===== src/tmr_pkg.sv =====
// package for the 8-bit timer with asynchronous clock option
// assumes a 32-bit classic wishbone slave with byte addresses = 4 * index
package tmr_pkg;

  // register indexes, byte address is four times the index
  localparam logic [7:0] TMR_IDX_SYNC_PSC  = 8'h43;
  localparam logic [7:0] TMR_IDX_IRQ_MASK  = 8'h6E;
  localparam logic [7:0] TMR_IDX_ASYNC_ST  = 8'hB6;
  localparam logic [7:0] TMR_IDX_IRQ_FLAGS = 8'h35;
  localparam logic [7:0] TMR_IDX_CTRL_A    = 8'h44;
  localparam logic [7:0] TMR_IDX_CTRL_B    = 8'h46;
  localparam logic [7:0] TMR_IDX_COUNT     = 8'h47;
  localparam logic [7:0] TMR_IDX_COMPARE   = 8'h48;

  // field positions
  localparam int TMR_BIT_EXT_CLK_EN  = 6;
  localparam int TMR_BIT_ASYNC_SEL   = 5;
  localparam int TMR_BIT_CNT_BUSY    = 4;
  localparam int TMR_BIT_CMP_BUSY    = 3;
  localparam int TMR_BIT_CTLA_BUSY   = 1;
  localparam int TMR_BIT_CTLB_BUSY   = 0;
  localparam int TMR_BIT_CMP         = 1;
  localparam int TMR_BIT_OVF         = 0;
  localparam int TMR_BIT_SYNC_MODE   = 7;
  localparam int TMR_BIT_PSC_RESET   = 1;

  // readable bits of the control registers
  localparam logic [7:0] TMR_CTRL_A_MASK = 8'hC3;
  localparam logic [7:0] TMR_CTRL_B_MASK = 8'h07;

  // value after reset and count limits
  localparam logic [7:0] TMR_RST_BYTE = 8'h00;
  localparam logic [7:0] TMR_MAX      = 8'hFF;
  localparam logic [7:0] TMR_BOTTOM   = 8'h00;

  // waveform modes held in control_a[1:0]
  localparam logic [1:0] TMR_WGM_NORMAL = 2'h0;
  localparam logic [1:0] TMR_WGM_PHASE  = 2'h1;
  localparam logic [1:0] TMR_WGM_CTC    = 2'h2;

  typedef struct packed {
    logic       ext_clk_en;
    logic       async_sel;
    logic [3:0] busy;      // count, compare, ctrl_a, ctrl_b
  } tmr_async_s;

  typedef struct packed {
    logic [7:0]  count;
    logic [7:0]  compare;
    logic [7:0]  ctrl_a;
    logic [7:0]  ctrl_b;
    logic [7:0]  tmp_count;
    logic [7:0]  tmp_compare;
    logic [7:0]  tmp_ctrl_a;
    logic [7:0]  tmp_ctrl_b;
    tmr_async_s  asy;
    logic        cmp_irq_en;
    logic        ovf_irq_en;
    logic        cmp_flag;
    logic        ovf_flag;
    logic        sync_mode;
    logic        psc_reset;
    logic        count_down;
    logic        block_cmp;
    logic [9:0]  psc;
    logic        aclk_s1;
    logic        aclk_s2;
    logic        aclk_s3;
    logic        ack;
    logic [31:0] rdata;
    logic        cmp_irq;
    logic        ovf_irq;
  } tmr_state_s;

endpackage


===== src/tmr_timer0.sv =====
// 8-bit timer with asynchronous clock option, update-busy tracking,
// interrupt enables and flags, and prescaler reset control.
// assumes a classic wishbone master on clk_i and an async clock pin
// (crystal or external clock) far slower than clk_i.
// Function
// - external clock enable stops the crystal; the buffer turns on only with select one
// - select zero: clocked from system clock
// - select one: crystal or external clock pin
// - select change may clear count, compare, control A
// - select can be written to one only with rc clock
// - async writes set busy until transfer done
// - count reads live, others read temporary copy
// - compare interrupt needs enable, global, flag
// - overflow interrupt needs enable, global, flag
// - count equal compare sets compare flag
// - flags clear by vector or writing one
// - overflow at max, phase mode at bottom
// - reserved bits always read zero
// - prescaler reset bit clears right after reset
// - async prescaler reset holds until done
// - sync mode keeps prescaler reset bit set
// - sync mode zero releases held prescaler reset
//
// Added by the designer: the Wishbone slave port.
module tmr_timer0
  import tmr_pkg::*;
(
  input  wire logic        clk_i,
  input  wire logic        rst_i,
  input  wire logic        cyc_i,
  input  wire logic        stb_i,
  input  wire logic        we_i,
  input  wire logic [9:0]  adr_i,
  input  wire logic [3:0]  sel_i,
  input  wire logic [31:0] dat_i,
  output logic      [31:0] dat_o,
  output logic             ack_o,
  input  wire logic        async_clk_i,
  input  wire logic        sys_clk_from_rc_i,
  input  wire logic        global_irq_en_i,
  input  wire logic        cmp_vector_ack_i,
  input  wire logic        ovf_vector_ack_i,
  output logic             compare_irq_o,
  output logic             overflow_irq_o,
  output logic             crystal_osc_en_o,
  output logic             ext_clk_buf_en_o,
  output logic [7:0]       count_value_o
);

  tmr_state_s q;
  tmr_state_s d;

  // clock select tap: one means every source event, zero stops, else prescaler wraps
  function automatic logic tap_hit(input logic [2:0] cs, input logic [9:0] p);
    logic hit;
    hit = 1'b0;
    case (cs)
      3'h1:    hit = 1'b1;
      3'h2:    hit = &p[2:0];
      3'h3:    hit = &p[4:0];
      3'h4:    hit = &p[5:0];
      3'h5:    hit = &p[6:0];
      3'h6:    hit = &p[7:0];
      3'h7:    hit = &p[9:0];
      default: hit = 1'b0;
    endcase
    return hit;
  endfunction

  logic       req;
  logic       wr;
  logic [7:0] idx;
  logic [7:0] wb;
  logic       aedge;
  logic       src_evt;
  logic       tick;
  logic       cmp_set;
  logic       ovf_set;
  logic       new_as;
  logic [7:0] rd;

  always_comb
  begin
    d       = q;
    req     = cyc_i & stb_i & ~q.ack;
    wr      = req & we_i & sel_i[0];
    idx     = adr_i[9:2];
    wb      = dat_i[7:0];
    cmp_set = 1'b0;
    ovf_set = 1'b0;
    new_as  = q.asy.async_sel;
    rd      = TMR_RST_BYTE;

    // async pin synchroniser, third stage feeds the edge detector
    d.aclk_s1 = async_clk_i;
    d.aclk_s2 = q.aclk_s1;
    d.aclk_s3 = q.aclk_s2;
    aedge     = q.aclk_s2 & ~q.aclk_s3;

    // source of timer events: system clock or synchronised async edge
    src_evt = q.asy.async_sel ? aedge : 1'b1;

    // prescaler, held at zero while reset is requested
    if (q.psc_reset)
    begin
      if (src_evt)
        d.psc = '0;
    end
    else if (src_evt)
      d.psc = q.psc + 10'h001;
    tick = src_evt & ~q.psc_reset & tap_hit(q.ctrl_b[2:0], q.psc);

    // prescaler reset bit: async waits for a real edge, sync clears now
    if (q.psc_reset && !q.sync_mode && (!q.asy.async_sel || aedge))
      d.psc_reset = 1'b0;

    // async transfer of temporary copies on the timer clock edge
    if (q.asy.async_sel && aedge)
    begin
      if (q.asy.busy[3])
        d.count = q.tmp_count;
      if (q.asy.busy[2])
        d.compare = q.tmp_compare;
      if (q.asy.busy[1])
        d.ctrl_a = q.tmp_ctrl_a;
      if (q.asy.busy[0])
        d.ctrl_b = q.tmp_ctrl_b;
      d.asy.busy = 4'h0;
    end

    // counter; a loaded count skips this tick so the new value stands
    if (tick && !(q.asy.async_sel && q.asy.busy[3]))
    begin
      d.block_cmp = 1'b0;
      cmp_set     = (q.count == q.compare) && !q.block_cmp;
      case (q.ctrl_a[1:0])
        TMR_WGM_PHASE:
        begin
          if (q.count_down && q.count == TMR_BOTTOM)
          begin
            d.count_down = 1'b0;
            d.count      = q.count + 8'h01;
            ovf_set      = 1'b1;
          end
          else if (!q.count_down && q.count == TMR_MAX)
          begin
            d.count_down = 1'b1;
            d.count      = q.count - 8'h01;
          end
          else
            d.count = q.count_down ? q.count - 8'h01 : q.count + 8'h01;
        end
        TMR_WGM_CTC:
        begin
          d.count = (q.count == q.compare) ? TMR_BOTTOM : q.count + 8'h01;
          ovf_set = (q.count == TMR_MAX);
        end
        default:
        begin
          d.count = q.count + 8'h01;
          ovf_set = (q.count == TMR_MAX);
        end
      endcase
    end

    // flags: vector or write-one clears, a set in the same cycle wins
    if (cmp_vector_ack_i)
      d.cmp_flag = 1'b0;
    if (ovf_vector_ack_i)
      d.ovf_flag = 1'b0;

    // register writes on the request cycle
    if (wr)
    begin
      case (idx)
        TMR_IDX_IRQ_FLAGS:
        begin
          if (wb[TMR_BIT_CMP])
            d.cmp_flag = 1'b0;
          if (wb[TMR_BIT_OVF])
            d.ovf_flag = 1'b0;
        end
        TMR_IDX_IRQ_MASK:
        begin
          d.cmp_irq_en = wb[TMR_BIT_CMP];
          d.ovf_irq_en = wb[TMR_BIT_OVF];
        end
        TMR_IDX_ASYNC_ST:
        begin
          d.asy.ext_clk_en = wb[TMR_BIT_EXT_CLK_EN];
          new_as           = wb[TMR_BIT_ASYNC_SEL] & sys_clk_from_rc_i;
          d.asy.async_sel  = new_as;
          if (new_as != q.asy.async_sel)
          begin
            // mode change: start clean rather than with half-moved values
            d.count       = TMR_RST_BYTE;
            d.compare     = TMR_RST_BYTE;
            d.ctrl_a      = TMR_RST_BYTE;
            d.tmp_count   = TMR_RST_BYTE;
            d.tmp_compare = TMR_RST_BYTE;
            d.tmp_ctrl_a  = TMR_RST_BYTE;
            d.asy.busy    = 4'h0;
            d.count_down  = 1'b0;
          end
        end
        TMR_IDX_SYNC_PSC:
        begin
          d.sync_mode = wb[TMR_BIT_SYNC_MODE];
          if (wb[TMR_BIT_PSC_RESET])
            d.psc_reset = 1'b1;
          else if (q.sync_mode && !wb[TMR_BIT_SYNC_MODE])
            d.psc_reset = 1'b0;
        end
        TMR_IDX_COUNT:
        begin
          d.tmp_count = wb;
          d.block_cmp = 1'b1;
          if (q.asy.async_sel)
            d.asy.busy[3] = 1'b1;
          else
            d.count = wb;
        end
        TMR_IDX_COMPARE:
        begin
          d.tmp_compare = wb;
          if (q.asy.async_sel)
            d.asy.busy[2] = 1'b1;
          else
            d.compare = wb;
        end
        TMR_IDX_CTRL_A:
        begin
          d.tmp_ctrl_a = wb & TMR_CTRL_A_MASK;
          if (q.asy.async_sel)
            d.asy.busy[1] = 1'b1;
          else
            d.ctrl_a = wb & TMR_CTRL_A_MASK;
        end
        TMR_IDX_CTRL_B:
        begin
          d.tmp_ctrl_b = wb & TMR_CTRL_B_MASK;
          if (q.asy.async_sel)
            d.asy.busy[0] = 1'b1;
          else
            d.ctrl_b = wb & TMR_CTRL_B_MASK;
        end
        default:
          d.block_cmp = q.block_cmp;
      endcase
    end

    // hardware sets after every clear path so a coincident event survives
    if (cmp_set)
      d.cmp_flag = 1'b1;
    if (ovf_set)
      d.ovf_flag = 1'b1;

    // read mux, reserved bits zero
    case (idx)
      TMR_IDX_IRQ_FLAGS: rd = {6'h00, q.cmp_flag, q.ovf_flag};
      TMR_IDX_IRQ_MASK:  rd = {6'h00, q.cmp_irq_en, q.ovf_irq_en};
      TMR_IDX_ASYNC_ST:  rd = {1'b0, q.asy.ext_clk_en, q.asy.async_sel, q.asy.busy[3:2],
                               1'b0, q.asy.busy[1:0]};
      TMR_IDX_SYNC_PSC:  rd = {q.sync_mode, 5'h00, q.psc_reset, 1'b0};
      TMR_IDX_COUNT:     rd = q.count;
      TMR_IDX_COMPARE:   rd = q.tmp_compare;
      TMR_IDX_CTRL_A:    rd = q.tmp_ctrl_a;
      TMR_IDX_CTRL_B:    rd = q.tmp_ctrl_b;
      default:           rd = TMR_RST_BYTE;
    endcase

    // one-cycle ack; unmapped addresses answer with zero
    d.ack   = req;
    d.rdata = req ? {24'h000000, rd} : 32'h00000000;

    // interrupt requests gated by enable and the global bit
    d.cmp_irq = d.cmp_irq_en & global_irq_en_i & d.cmp_flag;
    d.ovf_irq = d.ovf_irq_en & global_irq_en_i & d.ovf_flag;
  end

  // single state register
  always_ff @(posedge clk_i)
  begin
    if (rst_i)
      q <= '0;
    else
      q <= d;
  end

  // outputs from state flops; crystal enable decoded from ext_clk_en, buffer enable from ext_clk_en and async_sel
  assign dat_o            = q.rdata;
  assign ack_o            = q.ack;
  assign compare_irq_o    = q.cmp_irq;
  assign overflow_irq_o   = q.ovf_irq;
  assign ext_clk_buf_en_o = q.asy.async_sel & q.asy.ext_clk_en;
  assign crystal_osc_en_o = ~q.asy.ext_clk_en;
  assign count_value_o    = q.count;

endmodule


===== config.mk =====
export PLATFORM = sky130hd
export DESIGN_NAME = tmr_timer0
export DESIGN_NICKNAME = d
export VERILOG_FILES = /design/src/tmr_pkg.sv /design/src/tmr_timer0.sv
export SDC_FILE = /design/constraint.sdc
export NUM_CORES = 1
export LEC_CHECK = 0
export BUFFER_PORTS_ARGS = -buffer_cell sky130_fd_sc_hd__buf_2
export CAP_MARGIN = 20
export CORE_MARGIN = 5
export CORE_UTILIZATION = 40
export CTS_CLUSTER_SIZE = 20
export DETAILED_ROUTE_END_ITERATION = 16
export PLACE_DENSITY_LB_ADDON = 0.12
export SETUP_SLACK_MARGIN = 0.2
export SLEW_MARGIN = 10
export SYNTH_ARGS = -nofsm -noshare
export SYNTH_HDL_FRONTEND = slang
export SYNTH_SLANG_ARGS = --single-unit

===== constraint.sdc =====
create_clock -name clk_i -period 5.6 [get_ports clk_i]
set_input_delay 1.12 -clock clk_i [delete_from_list [all_inputs] [get_ports clk_i]]
set_output_delay 1.12 -clock clk_i [all_outputs]
set_load 0.05 [all_outputs]

==> results.md <==
* Outcome: completed
* Drt first pass iters at 5
* Worst setup path start: adr_i[6]
* Routed Antenna Nets at 0
* Clock skew at 0.0107 ns
* CP required at 5.79 ns
* Share of cells above drive strength 1 at 15.5%
* Routed vias at 4412
* TNS Setup at 0 ns
* Initial antenna violation count at 0
* Max_slew headroom at between 20% and 30%
* CTS Root Cell: clkbuf_16
* Register area share after synthesis at roughly 34%
* Synth Cell Area at 4870 sq um
* Worst vdd ir at between 0.1 and 0.15 mV
* Slowest cell on the critical path: nor4_2
* Critical path type: primary input to register
* Asr flop ratio synth at 0%
* Power Dens Cells at 235 nW/um^2
* Worst Setup End Kind: register
* Total CTS buffers at 9
* N_diodes at 0
* Top Family by Delay on Critical Path: simple AND/OR/NAND/NOR gates
* Post-synth EDFFs at 0
* Hold wc startpoint: d[36]
* Leak at 2.10 nW
* Worst-Margin Slew at 1.10 ns
* Die Span X at 120 microns
* Drt wl/cell at between 15 and 20 microns
* GRT Residual Overflow at 0
* Initial Utilization at 40.8%
* Top_reg_cell synth: dfxtp_1
* Max incr delay on CP at approximately 0.9 ns
* Multi-input gate area at 2820 sq um
* Vias in the first global route at about 4100
* Crit Path Max Fanout at 9
* Total Nets Final at 666
* Fmax at 0.294 GHz
* Number of H-tree levels at 3
* Clock Latency Late Sink at 0.35 ns
* Crit path launch type: primary input
* YS warnings at 0
* Detailed placer's ending HPWL at 10.0 mm
* Tmin final at 3.41 ns
* Post-synth top area cell: dfxtp_1
* Hold WC Path Type: register to register
* Final Cycle Share at just over 60%
* Final setup vio count at 0
* Total power at approximately 1.2 mW
* DRT Wirelength at 14.3 mm
* Residual DRC at 0
* P&R area growth vs syn at 7.60%
* CTS max path bufs at 2
* Largest net degree at the start of global routing at 43
* Max-cap violations at 0
* RePlAce Congestion at 0.832
* Max-slew violations at 0
* DIE AREA at 14500 sq um
* Final hold vios at 0
* 1st-iter DRT viols at 429
* Top post-synthesis cells by area: dfxtp_1, buf_4, mux2i_1
* CORE AREA at 12000 sq um
* Clk sinks at 82
* Post-CTS Setup Bufs at 0
* CTS tree: built
* Arrival @ worst endpoint at 3.60 ns
* R2R Path Start: q[38]
* Vias per cell at 5.85
* Crit path cell chain: buf_2 > or4b_4 > nor4_2 > o21ai_1 > a21oi_1 > o22ai_1
* PortBufs at 47
* FP Rows at 40
* CTS resizes at 0
* Boundary Pins at 101
* Reg area at between 1500 and 2000 sq um
* Netlist cell types at 73
* Post-synth top area share at around a third
* Total Routing Usage GR at 19.7%
* RSZ-0062 raised after global routing: false
* Yosys reg bits at 82
* Buf/Inv on CP at 1
* Die H at 120 microns
* Synth Area per Inst at about 8.3 sq um
* Post-synthesis instance total at 590
* Reg clk slew, reported paths at around 0.06 ns
* First-pass GRT wire length at 22.5 mm
* Hold-fix buffers at CTS at 0
* Fillcell total at 1210
worst reg2reg max path, delay by kind of cell (launching register included):
family | cells | cell delay [ns]
and+or+nand+nor | 3 | 0.41
DFF | 1 | 0.36
adders and majority gates | 2 | 0.35
AOI/OAI and AO/OA | 4 | 1.76
power breakdown:
group / total (mW) / switching [mW] / internal (mW)
registers: 0.589 / 0.00243 / 0.586
clock network: 0.551 / 0.241 / 0.310
logic: 0.0913 / 0.0739 / 0.0174
routing by layer:
| metal | part of all wire (%) | up-vias | GRT usage (%) |
|---|---|---|---|
| met1 | 46 | 2121 | 27.0 |
| met2 | 46 | 158 | 31.1 |
| met5 | 0 | - | 0 |
| li1 | - | 2113 | - |
| met3 | 6.5 | 20 | 4.12 |
| met4 | 1.6 | 0 | 6.52 |
cells in the mapped netlist, types with 3 or more instances:
| master | number |
|---|---|
| a22oi_1 | 25 |
| xor2_1 | 7 |
| ha_1 | 8 |
| buf_2 | 3 |
| o2111ai_1 | 3 |
| a221oi_1 | 3 |
| o21ai_2 | 6 |
| a31oi_1 | 7 |
| nand3_1 | 18 |
| inv_1 | 17 |
| buf_4 | 42 |
| o31ai_1 | 5 |
| nor4b_1 | 3 |
| clkbuf_1 | 23 |
| nand4_1 | 5 |
| or4_1 | 3 |
| nor2b_1 | 6 |
| nor2_1 | 52 |
| a21oi_1 | 37 |
| o22ai_1 | 7 |
| and3_1 | 14 |
| nor3_1 | 23 |
| nor4_1 | 5 |
| mux2_2 | 3 |
| nand2b_1 | 9 |
| and3b_1 | 3 |
| nand3b_1 | 6 |
| mux2i_1 | 23 |
| a32oi_1 | 4 |
| or3b_2 | 3 |
| or3_1 | 4 |
| xnor2_1 | 12 |
| nand2_1 | 48 |
| a211oi_1 | 6 |
| o21ai_0 | 15 |
| dfxtp_1 | 82 |
| buf_1 | 4 |
| and2_1 | 3 |
layout make-up:
| cell class | instances | area share, % |
|---|---|---|
| clock buffer | 11 | 4.63 |
| clock inverter | 5 | 0.573 |
| multi-input combinational | 441 | 53.7 |
| tap | 147 | 3.51 |
| sequential | 82 | 31.3 |
| inverter | 17 | 1.22 |
| timing repair buffer | 51 | 5.06 |
logic make-up (layout without fill, tap and decap cells):
| kind of cell | count (synthesis) | count (layout) | share of synthesized area, % |
|---|---|---|---|
| compound gates | 144 | 144 | 20.3 |
| xor+xnor | 19 | 19 | 3.41 |
| fa+ha+maj | 8 | 8 | 2.05 |
| buf+inv | 90 | 84 | 10.4 |
| flops | 82 | 82 | 33.7 |
| mux | 26 | 26 | 5.42 |
| other cells | 1 | 24 | 0.0769 |
| simple gates | 220 | 220 | 24.7 |
cell usage in the layout, fill, tap and decap left out, types with 18 or more instances in the layout:
| cell | Yosys | layout |
|---|---|---|
| dfxtp_1 | 82 | 82 |
| nor2_1 | 52 | 52 |
| nand2_1 | 48 | 48 |
| buf_2 | 3 | 47 |
| a21oi_1 | 37 | 37 |
| a22oi_1 | 25 | 25 |
| conb_1 | 1 | 24 |
| mux2i_1 | 23 | 23 |
| nor3_1 | 23 | 22 |
| nand3_1 | 18 | 18 |
sequential cells by signal, indices dropped and copies added, names as in the netlist:
register	flops
compare_irq_o	1
ack_o	1
dat_o	8
d	2
q	61
count_value_o	8
overflow_irq_o	1
metrics by stage:
step	util [%]	instance area [sq um]	setup slack [ns]	instances	hold WS (ns)
after global placement	41.5	4970	1.88	738	0.423
after floorplan	-	4960	2.68	613	0.414
after detailed placement	41.5	4970	1.90	738	0.428
final	43.8	5250	2.19	754	0.441
after CTS	43.8	5240	2.25	754	0.442
after global routing	43.8	5250	2.05	754	0.475
path summary, 6_finish.rpt:
path                       to  slack [ns]  depth (start not counted)
min                     d[35]        0.44                          1
max                     q[58]        2.19                          6
min reg2reg             d[35]        0.44                          1
max reg2reg  count_value_o[7]        2.62                          9
Note: power is estimated with default switching activity, not from simulation.
